**config.mk**
```make
export PLATFORM = sky130hd
export DESIGN_NAME = hub_strap_reset_indicator
export DESIGN_NICKNAME = d
export VERILOG_FILES = /design/src/logic/hub_misc_pkg.sv /design/src/logic/pin_sync.sv /design/src/logic/hub_strap_reset_indicator.sv
export SDC_FILE = /design/constraint.sdc
export NUM_CORES = 1
export LEC_CHECK = 0
export ABC_AREA = 1
export BUFFER_PORTS_ARGS = -buffer_cell sky130_fd_sc_hd__buf_2
export CORE_MARGIN = 3
export CORE_UTILIZATION = 56
export DETAILED_ROUTE_END_ITERATION = 8
export MAX_ROUTING_LAYER = met4
export PLACE_DENSITY_LB_ADDON = 0.3
export REMOVE_ABC_BUFFERS = 1
export SYNTH_ARGS = -nofsm -noshare
export SYNTH_HDL_FRONTEND = slang
export SYNTH_HIERARCHICAL = 1
export SYNTH_SLANG_ARGS = --single-unit
```
**constraint.sdc**
```tcl
create_clock -name core_clk_i -period 1.5 [get_ports core_clk_i]
set_input_delay 0 -clock core_clk_i [delete_from_list [all_inputs] [get_ports core_clk_i]]
set_output_delay 0 -clock core_clk_i [all_outputs]
set_load 0.005 [all_outputs]
```
**src/logic/hub_misc_pkg.sv**
```systemverilog
package hub_misc_pkg;

    // Reference clock rate and design clock rate
    localparam int unsigned REF_CLK_HZ       = 24_000_000;
    localparam int unsigned CORE_CLK_HZ      = 50_000_000;

    // Least external reset pulse, in nanoseconds
    localparam int unsigned EXT_RST_MIN_NS   = 1000;
    // Least pulse in core cycles, rounded up
    localparam int unsigned EXT_RST_MIN_CYC  =
        (EXT_RST_MIN_NS * (CORE_CLK_HZ / 1_000_000) + 999) / 1000;

    // Power-on reset hold after supplies report stable, in cycles
    localparam int unsigned POR_HOLD_CYC     = 16;

    // Counter width for the reset filters
    localparam int unsigned RST_CNT_W        = 8;

    // Reset values
    localparam logic [1:0]  FIXED_STRAP_RST  = 2'h0;
    localparam logic [2:0]  CFG_STRAP_RST    = 3'h0;

    // Configuration method codes that enable strap options
    localparam logic [2:0]  CFG_DEFAULT_STRAPS  = 3'h0;
    localparam logic [2:0]  CFG_BUSPWR_STRAPS   = 3'h2;

    // Fixed-port strap field positions
    localparam int unsigned STRAP_BIT0_POS   = 0;
    localparam int unsigned STRAP_BIT1_POS   = 1;

    // Reset sequencer states
    typedef enum logic [1:0] {
        RST_HOLD,
        RST_LATCH,
        RST_RUN
    } rst_state_t;

endpackage : hub_misc_pkg

```
**src/logic/pin_sync.sv**
```systemverilog
`timescale 1ns/1ns
// Two-flop synchroniser for a group of asynchronous pin levels
module pin_sync #(
    parameter int unsigned WIDTH = 1
) (
    // Clock and reset
    input  wire logic             core_clk_i,
    input  wire logic             rst_i,
    // Asynchronous levels in, synchronised levels out
    input  wire logic [WIDTH-1:0] async_i,
    output logic      [WIDTH-1:0] sync_o
);

    // Synchroniser state
    typedef struct packed {
        logic [WIDTH-1:0] meta;   // First stage, read only by second
        logic [WIDTH-1:0] sync;   // Second stage
    } sync_state_t;

    sync_state_t state_ff;
    sync_state_t nxt_state;

    // Shift the pins through two stages
    always_comb begin
        nxt_state      = state_ff;
        nxt_state.meta = async_i;
        nxt_state.sync = state_ff.meta;
    end

    // Register the stages
    always_ff @(posedge core_clk_i) begin
        if (rst_i) begin
            state_ff <= '0;
        end else begin
            state_ff <= nxt_state;
        end
    end

    assign sync_o = state_ff.sync;

endmodule : pin_sync

```
**src/logic/hub_strap_reset_indicator.sv**
```systemverilog
`timescale 1ns/1ns
// Functional notes
// - Low external reset puts device in reset
// - Tied-high reset uses internal power-on reset
// - Indicator asserted only configured and active
// - Self-power sense low means bus powered
// - Sample strap only when strap options enabled
// - Latch two-bit fixed-port strap at release
// - Decode strap into fixed ports 1 to 3
// - Indicator polarity follows latched strap bit0
// - Test input enables XNOR continuity mode
// - Latch config-method straps at reset release
// - Strap options only for enabling config codes
module hub_strap_reset_indicator #(
    parameter int unsigned PORT_CNT = 7,
    parameter int unsigned TEST_W   = 8
) (
    // Core clock (derived from the reference) and core reset
    input  wire logic                core_clk_i,
    input  wire logic                rst_i,
    // External reset pin, active low, asynchronous
    input  wire logic                ext_reset_n_i,
    // Supplies-stable flag from the power monitor, asynchronous
    input  wire logic                supplies_ok_i,
    // Multifunction pin: indicator / self-power sense / strap bit0
    input  wire logic                mf_pin_i,
    output logic                     mf_pin_o,
    output logic                     mf_pin_oe_o,
    // Companion strap pin and configuration-method strap pins
    input  wire logic                fixed_port_strap_bit1_i,
    input  wire logic                config_method_strap_bit0_i,
    input  wire logic                config_method_strap_bit1_i,
    input  wire logic                config_method_strap_bit2_i,
    // Hub state from the protocol core
    input  wire logic                hub_configured_i,
    input  wire logic                hub_suspended_i,
    // Test mode pin and pins under continuity test
    input  wire logic                test_i,
    input  wire logic [TEST_W-1:0]   test_pins_i,
    // Status outputs
    output logic                     int_rst_o,
    output logic [1:0]               fixed_port_strap_o,
    output logic [PORT_CNT-1:0]      fixed_ports_o,
    output logic [2:0]               config_method_o,
    output logic                     strap_opts_en_o,
    output logic                     self_power_o,
    output logic                     test_mode_o,
    output logic                     continuity_o
);

    // Width of synchronised pin bundle: eight single pins plus the test pins
    localparam int unsigned SYNC_W = 8 + TEST_W;

    // Reset filter limits, sized to the filter counters
    localparam int unsigned      CNT_W   = hub_misc_pkg::RST_CNT_W;
    localparam logic [CNT_W-1:0] EXT_MIN = CNT_W'(hub_misc_pkg::EXT_RST_MIN_CYC); // Low pulse
    localparam logic [CNT_W-1:0] POR_MAX = CNT_W'(hub_misc_pkg::POR_HOLD_CYC);    // POR hold

    // Decode a fixed-port strap into a one-hot-run of fixed ports
    function automatic logic [PORT_CNT-1:0] fixed_decode(input logic [1:0] strap);
        logic [PORT_CNT-1:0] res;
        res = '0;
        case (strap)
            2'h0: res = '0;                          // All removable
            2'h1: res[0] = 1'b1;                     // Port 1 fixed
            2'h2: res[1:0] = 2'h3;                   // Ports 1-2 fixed
            2'h3: res[2:0] = 3'h7;                   // Ports 1-3 fixed
            default: res = '0;
        endcase
        return res;
    endfunction : fixed_decode

    // Decide whether a configuration method enables strap options
    function automatic logic strap_enable(input logic [2:0] cfg);
        return (cfg == hub_misc_pkg::CFG_DEFAULT_STRAPS) ||
               (cfg == hub_misc_pkg::CFG_BUSPWR_STRAPS);
    endfunction : strap_enable

    // Synchronised pins
    logic [SYNC_W-1:0] pins_sync;
    logic              s_ext_n;
    logic              s_sup_ok;
    logic              s_mf;
    logic              s_bit1;
    logic [2:0]        s_cfg;
    logic              s_conf;
    logic              s_susp;
    logic              s_test;
    logic [TEST_W-1:0] s_tpins;

    // All pins from outside the domain pass two flops
    pin_sync #(
        .WIDTH (SYNC_W)
    ) u_pin_sync (
        .core_clk_i (core_clk_i),
        .rst_i      (rst_i),
        .async_i    ({test_pins_i, test_i, hub_suspended_i, hub_configured_i,
                      config_method_strap_bit2_i, config_method_strap_bit1_i,
                      config_method_strap_bit0_i, fixed_port_strap_bit1_i,
                      mf_pin_i}),
        .sync_o     (pins_sync)
    );

    // Unpack the bundle; ext reset and supplies sync below
    assign s_mf    = pins_sync[0];
    assign s_bit1  = pins_sync[1];
    assign s_cfg   = pins_sync[4:2];
    assign s_conf  = pins_sync[5];
    assign s_susp  = pins_sync[6];
    assign s_test  = pins_sync[7];
    assign s_tpins = pins_sync[SYNC_W-1:8];

    // Reset pins synchronised separately, power-up value asserted
    logic [1:0] rst_pins_sync;
    pin_sync #(
        .WIDTH (2)
    ) u_rst_sync (
        .core_clk_i (core_clk_i),
        .rst_i      (rst_i),
        .async_i    ({supplies_ok_i, ext_reset_n_i}),
        .sync_o     (rst_pins_sync)
    );
    assign s_ext_n  = rst_pins_sync[0];
    assign s_sup_ok = rst_pins_sync[1];

    // Whole block state
    typedef struct packed {
        hub_misc_pkg::rst_state_t               st;        // Reset sequencer
        logic [hub_misc_pkg::RST_CNT_W-1:0]     low_cnt;   // External low time
        logic [hub_misc_pkg::RST_CNT_W-1:0]     por_cnt;   // Power-on hold time
        logic                                   int_rst;   // Internal reset
        logic [1:0]                             fixed;     // Latched fixed strap
        logic [PORT_CNT-1:0]                    fixed_pt;  // Decoded fixed ports
        logic [2:0]                             cfg;       // Latched method
        logic                                   sopt;      // Strap options on
        logic                                   self_pwr;  // Self-power level
        logic                                   pin_o;     // Pin drive level
        logic                                   pin_oe;    // Pin drive enable
        logic                                   tmode;     // Test mode
        logic                                   cont;      // Continuity result
    } blk_state_t;

    blk_state_t state_ff;
    blk_state_t nxt_state;

    // Next-state logic
    always_comb begin
        logic ext_ok;
        logic ind_on;
        ext_ok    = 1'b0;
        ind_on    = 1'b0;
        nxt_state = state_ff;
        // Accept external reset only after a full least-length low pulse
        if (!s_ext_n) begin
            if (state_ff.low_cnt < EXT_MIN) begin
                nxt_state.low_cnt = state_ff.low_cnt + 1'b1;
            end
        end else begin
            nxt_state.low_cnt = '0;
        end
        ext_ok = s_ext_n;
        // Power-on hold: count while supplies good, clear otherwise
        if (!s_sup_ok) begin
            nxt_state.por_cnt = '0;
        end else if (state_ff.por_cnt < POR_MAX) begin
            nxt_state.por_cnt = state_ff.por_cnt + 1'b1;
        end
        case (state_ff.st)
            hub_misc_pkg::RST_HOLD: begin
                // Internal logic held; pin is an input
                nxt_state.int_rst = 1'b1;
                nxt_state.pin_oe  = 1'b0;
                if (ext_ok && s_sup_ok &&
                    state_ff.por_cnt == POR_MAX) begin
                    nxt_state.st = hub_misc_pkg::RST_LATCH;
                end
            end
            hub_misc_pkg::RST_LATCH: begin
                // Reset release: capture straps while the pin is undriven
                nxt_state.cfg  = s_cfg;
                nxt_state.sopt = strap_enable(s_cfg);
                if (strap_enable(s_cfg)) begin
                    nxt_state.fixed[hub_misc_pkg::STRAP_BIT0_POS] = s_mf;
                    nxt_state.fixed[hub_misc_pkg::STRAP_BIT1_POS] = s_bit1;
                    nxt_state.fixed_pt = fixed_decode({s_bit1, s_mf});
                end else begin
                    nxt_state.fixed    = hub_misc_pkg::FIXED_STRAP_RST;
                    nxt_state.fixed_pt = '0;
                end
                nxt_state.self_pwr = s_mf;
                nxt_state.int_rst  = 1'b0;
                nxt_state.st       = hub_misc_pkg::RST_RUN;
            end
            hub_misc_pkg::RST_RUN: begin
                // Indicator on only when configured and not suspended
                ind_on           = s_conf && !s_susp;
                nxt_state.pin_o  = ind_on ^ state_ff.fixed[0];
                nxt_state.pin_oe = 1'b1;
                nxt_state.tmode  = s_test;
                nxt_state.cont   = s_test ? ~(^s_tpins) : 1'b0;
            end
            default: begin
                nxt_state.st = hub_misc_pkg::RST_HOLD;
            end
        endcase
        // A qualified low pulse or lost supplies returns the sequencer to hold, asserts internal reset and clears pin drive and test outputs
        if (state_ff.low_cnt == EXT_MIN
            || !s_sup_ok) begin
            nxt_state.st      = hub_misc_pkg::RST_HOLD;
            nxt_state.int_rst = 1'b1;
            nxt_state.pin_oe  = 1'b0;
            nxt_state.pin_o   = 1'b0;
            nxt_state.tmode   = 1'b0;
            nxt_state.cont    = 1'b0;
        end
    end

    // Register the state
    always_ff @(posedge core_clk_i) begin
        if (rst_i) begin
            state_ff          <= '0;
            state_ff.st       <= hub_misc_pkg::RST_HOLD;
            state_ff.int_rst  <= 1'b1;
            state_ff.fixed    <= hub_misc_pkg::FIXED_STRAP_RST;
            state_ff.cfg      <= hub_misc_pkg::CFG_STRAP_RST;
        end else begin
            state_ff <= nxt_state;
        end
    end

    // Outputs straight from flops
    assign int_rst_o          = state_ff.int_rst;
    assign fixed_port_strap_o = state_ff.fixed;
    assign fixed_ports_o      = state_ff.fixed_pt;
    assign config_method_o    = state_ff.cfg;
    assign strap_opts_en_o    = state_ff.sopt;
    assign self_power_o       = state_ff.self_pwr;
    assign mf_pin_o           = state_ff.pin_o;
    assign mf_pin_oe_o        = state_ff.pin_oe;
    assign test_mode_o        = state_ff.tmode;
    assign continuity_o       = state_ff.cont;

endmodule : hub_strap_reset_indicator

```
==> load_flow_metrics.sql <==
INSERT INTO impl_metrics (metric_group, metric, value, unit) VALUES
('outcome', 'run_status', 'finished clean', ''),
('drt', 'routed_wl', '4120', 'um'),
('power_and_ir_drop', 'switchingPower', '0.000791', 'W'),
('drt', 'drc_errors', '0', ''),
('setup_path', 'startpoint', 'state_ff[27]$_SDFFE_PP0N_', ''),
('yosys', 'postSynthRegisterBits', '69', ''),
('power_and_ir_drop', 'max-vdd-ir-drop', '1100', 'uV'),
('placement', 'routabilityCongestion', '0.767', ''),
('drt', 'viasPerCell', '4.40', ''),
('power_and_ir_drop', 'power.internal', '0.00274', 'W'),
('sta', 'grt_setup_unrepaired', 'false', ''),
('global_routing', 'grt_pass1_vias', '1693', ''),
('drt', 'vias', '1978', ''),
('yosys', 'syn-mean-instance-area', '7.78', 'um2'),
('power_and_ir_drop', 'power.combinational.fraction', '5.7', '%'),
('placement', 'post-dp-hpwl', '2890', 'um'),
('setup_path', 'worstPathArrival', '1.48', 'ns'),
('clock_network', 'numClockSinks', '69', ''),
('clock_network', 'ctsLongestPathBuffers', '2', ''),
('sta', 'totalNegativeSetupSlack', '0', 'ns'),
('yosys', 'synth_sequential_area_ratio', '52.1', '%'),
('clock_network', 'cts_hold_buf', '19', ''),
('setup_path', 'r2r_startpoint', 'state_ff[27]$_SDFFE_PP0N_', ''),
('drt', 'routedWlPerCell', '9.16', 'um'),
('sta', 'timing.final.hold_violations', '0', ''),
('floorplanning', 'design.portCount', '39', ''),
('setup_path', 'timing.critical_path.to', 'state_ff[35]$_SDFFE_PP0P_', ''),
('yosys', 'ys_warn_count', '6', ''),
('cells_and_area', 'antenna_cells_inserted', '0', ''),
('floorplanning', 'rows', '24', ''),
('clock_network', 'cts.reportedPaths.clkPinSlew', '0.07', 'ns'),
('power_and_ir_drop', 'total_leakage_power', '1.53', 'nW'),
('power_and_ir_drop', 'pwr-share-seq', '54.1', '%'),
('clock_network', 'cts-resized-gates', '0', ''),
('clock_network', 'tritoncts', 'done', ''),
('power_and_ir_drop', 'power.density_cell_area', '1120', 'nW/um2'),
('power_and_ir_drop', 'totalPowerFinal', '0.00353', 'W'),
('setup_path', 'worstSetupEndpointType', 'flip-flop', ''),
('power_and_ir_drop', 'switching_share', '22.4', '%'),
('floorplanning', 'die_y', '74.8', 'um'),
('setup_path', 'worst-r2r-setup-slack', '0.28', 'ns'),
('run', 'max_cap_violations', '0', ''),
('drt', 'dr.first_iter.drc_count', '70', ''),
('drt', 'ant_nets', '0', ''),
('clock_network', 'clk_latency', '0.33', 'ns'),
('setup_path', 'critical_path.startpoint_type', 'flip-flop', ''),
('setup_path', 'worstReg2RegEnd', 'state_ff[35]$_SDFFE_PP0P_', ''),
('floorplanning', 'chipWidth', '74.8', 'um'),
('sta', 'maxClockFrequency', '818', 'MHz'),
('hold_path', 'hold_path_class', 'flip-flop to flip-flop', ''),
('global_routing', 'grt_antenna_before_repair', '0', ''),
('setup_path', 'worstSetupPathType', 'flip-flop to flip-flop', ''),
('cells_and_area', 'final_util', '70.5', '%'),
('yosys', 'netlist-cell-type-count', '29', ''),
('global_routing', 'globalRouteOverflowTotal', '0', ''),
('sta', 'post_route_minimum_period', '1.22', 'ns'),
('power_and_ir_drop', 'power.share.clock', '40.2', '%'),
('cells_and_area', 'flow.area_growth_from_synthesis', '18.9', '%'),
('sta', 'fin_skew', '0.00532', 'ns'),
('drt', 'drt_pass1_iterations', '4', ''),
('global_routing', 'first_pass_grt_wire_length', '6830', 'um'),
('global_routing', 'grt_usage', '16.7', '%'),
('sta', 'setup_viol', '0', ''),
('clock_network', 'post_cts_buffers', '0', ''),
('setup_path', 'crit_required', '1.76', 'ns'),
('setup_path', 'timing.reg2reg.worst_path_depth', '7', ''),
('yosys', 'post_synth_inst_count', '341', ''),
('sta', 'slew_viol_final', '0', ''),
('sta', 'post-route-period-util', '81.5', '%'),
('cells_and_area', 'ratio_of_cells_with_drive_above_1_in_the_final_layout', '15.8', '%'),
('floorplanning', 'initial_utilization', '59.3', '%'),
('cells_and_area', 'fillers', '373', ''),
('global_routing', 'grt_start_max_net_pins', '24', ''),
('clock_network', 'ctsRootBufferMaster', 'clkbuf_8', ''),
('floorplanning', 'die-area', '5600', 'um2'),
('placement', 'portBuffers', '34', ''),
('yosys', 'synth.cell_area', '2650', 'um2'),
('floorplanning', 'core-area', '4470', 'um2'),
('clock_network', 'cts_buffers', '9', ''),
('clock_network', 'cts_htree_levels', '3', ''),
('setup_path', 'critPathMaxFanout', '5', ''),
('cells_and_area', 'final_net_count', '417', '');
## sequential cells by signal, indices dropped and copies added, names as in the netlist, 2 cells and up
register              count
u_rst_sync/sync_o         2
u_pin_sync/nxt_state     16
u_rst_sync/nxt_state      2
config_method_o           3
fixed_ports_o             3
fixed_port_strap_o        2
state_ff                 18
u_pin_sync/sync_o        16
## layout make-up
class	instances	area, um2	share of cell area [%]
Sequential cell	69	1380	43.8
Clock buffer	9	124	3.93
Tap cell	52	65.1	2.06
Clock inverter	7	66.3	2.10
Multi-Input combinational cell	182	858	27.2
Timing Repair Buffer	55	375	11.9
Inverter	76	285	9.04
## logic make-up (layout without fill, tap and decap cells)
group           Yosys count  count (layout)  synth area share [%]
fa+ha+maj                 4               4                  1.89
simple gates            138             138                  22.2
other cells               1               4                 0.141
flops                    69              69                  52.1
xor+xnor                  1               1                 0.330
buf+inv                  93             147                  16.0
compound gates           35              35                  7.40
## Yosys cell counts, drive strengths merged
cell	n	area (um2)
nor3	3	25.0
a21boi	1	7.51
inv	76	285
nand4	2	12.5
buf	17	140
nor2	60	257
xnor2	1	8.76
o21ai	11	55.1
nor4	1	6.26
a21oi	20	111
ha	4	50.1
a211oi	1	7.51
nand3	9	45.0
nand2	62	235
nor3b	1	7.51
a31oi	1	6.26
dfxtp	69	1380
o221ai	1	8.76
conb	1	3.75
## routing by layer
metal | vias up | routed length (um) | track usage, % | share of wire (%)
li1 | 1099 | - | - | -
met1 | 841 | 1900 | 19.0 | 46
met2 | 29 | 2000 | 26.2 | 49
met3 | 9 | 145 | 4.27 | 3.5
met4 | 0 | 74 | 10.1 | 1.8
met5 | - | 0 | - | 0
## through the flow
step | hold slack, ns | instance area [um2] | instances | worst slack [ns]
2_1_floorplan | 0.0691 | 2520 | 327 | 0.432
3_3_place_gp | 0.199 | 2780 | 415 | 0.357
3_5_place_dp | 0.206 | 2780 | 415 | 0.319
4_1_cts | 0.384 | 3160 | 450 | 0.276
5_1_grt | 0.407 | 3160 | 450 | 0.174
6_report | 0.399 | 3160 | 450 | 0.278
## placed cells by master, fill, tap and decap left out
cell type / n
inv_1: 74
a21oi_4: 1
buf_4: 2
nand2_2: 1
nor4_1: 1
nor2_1: 55
conb_1: 4
o21ai_0: 9
buf_2: 34
ha_1: 4
inv_2: 2
nor3_2: 2
clkinvlp_4: 1
o21ai_1: 2
bufinv_16: 1
nand3_1: 9
dfxtp_1: 69
a21oi_1: 19
a211oi_1: 1
clkinv_4: 1
nor2_4: 1
dlygate4sd3_1: 19
nand2_1: 61
a21boi_0: 1
nand4_1: 2
nor2_2: 3
xnor2_1: 1
a31oi_1: 1
nor3_1: 1
o221ai_1: 1
clkinv_2: 4
nor3b_1: 1
nor2_8: 1
clkbuf_8: 9
## worst max-delay path, stage by stage, from the launching register on
cell	delay [ns]
dfxtp_1	0.39
inv_1	0.06
ha_1	0.18
nand2_1	0.06
nor3_1	0.05
nor2_2	0.16
inv_2	0.09
nor3_2	0.16
## worst min path at each step
stage,from,end,slack (ns),depth (start not counted)
after floorplan,rst_i,fixed_port_strap_o[0]$_SDFFE_PP0P_,0.07,1
after global placement,test_pins_i[1],u_pin_sync/nxt_state[9]$_SDFF_PP0_,0.20,3
after detailed placement,config_method_strap_bit0_i,u_pin_sync/nxt_state[2]$_SDFF_PP0_,0.21,3
after CTS,config_method_strap_bit0_i,u_pin_sync/nxt_state[2]$_SDFF_PP0_,0.38,4
after global routing,config_method_strap_bit0_i,u_pin_sync/nxt_state[2]$_SDFF_PP0_,0.41,4
final,u_pin_sync/nxt_state[7]$_SDFF_PP0_,u_pin_sync/sync_o[7]$_SDFF_PP0_,0.40,2
## power groups by stage
stage | Sequential, W | Clock [W] | Combinational, W
2_1_floorplan | 0.00195 | 0 | 0.000102
3_3_place_gp | 0.00195 | 0 | 0.000158
3_5_place_dp | 0.00195 | 0 | 0.000163
4_1_cts | 0.00191 | 0.00146 | 0.000201
5_1_grt | 0.00192 | 0.00154 | 0.000232
6_report | 0.00191 | 0.00142 | 0.000200
No activity file was read; power rests on OpenSTA's default activity.
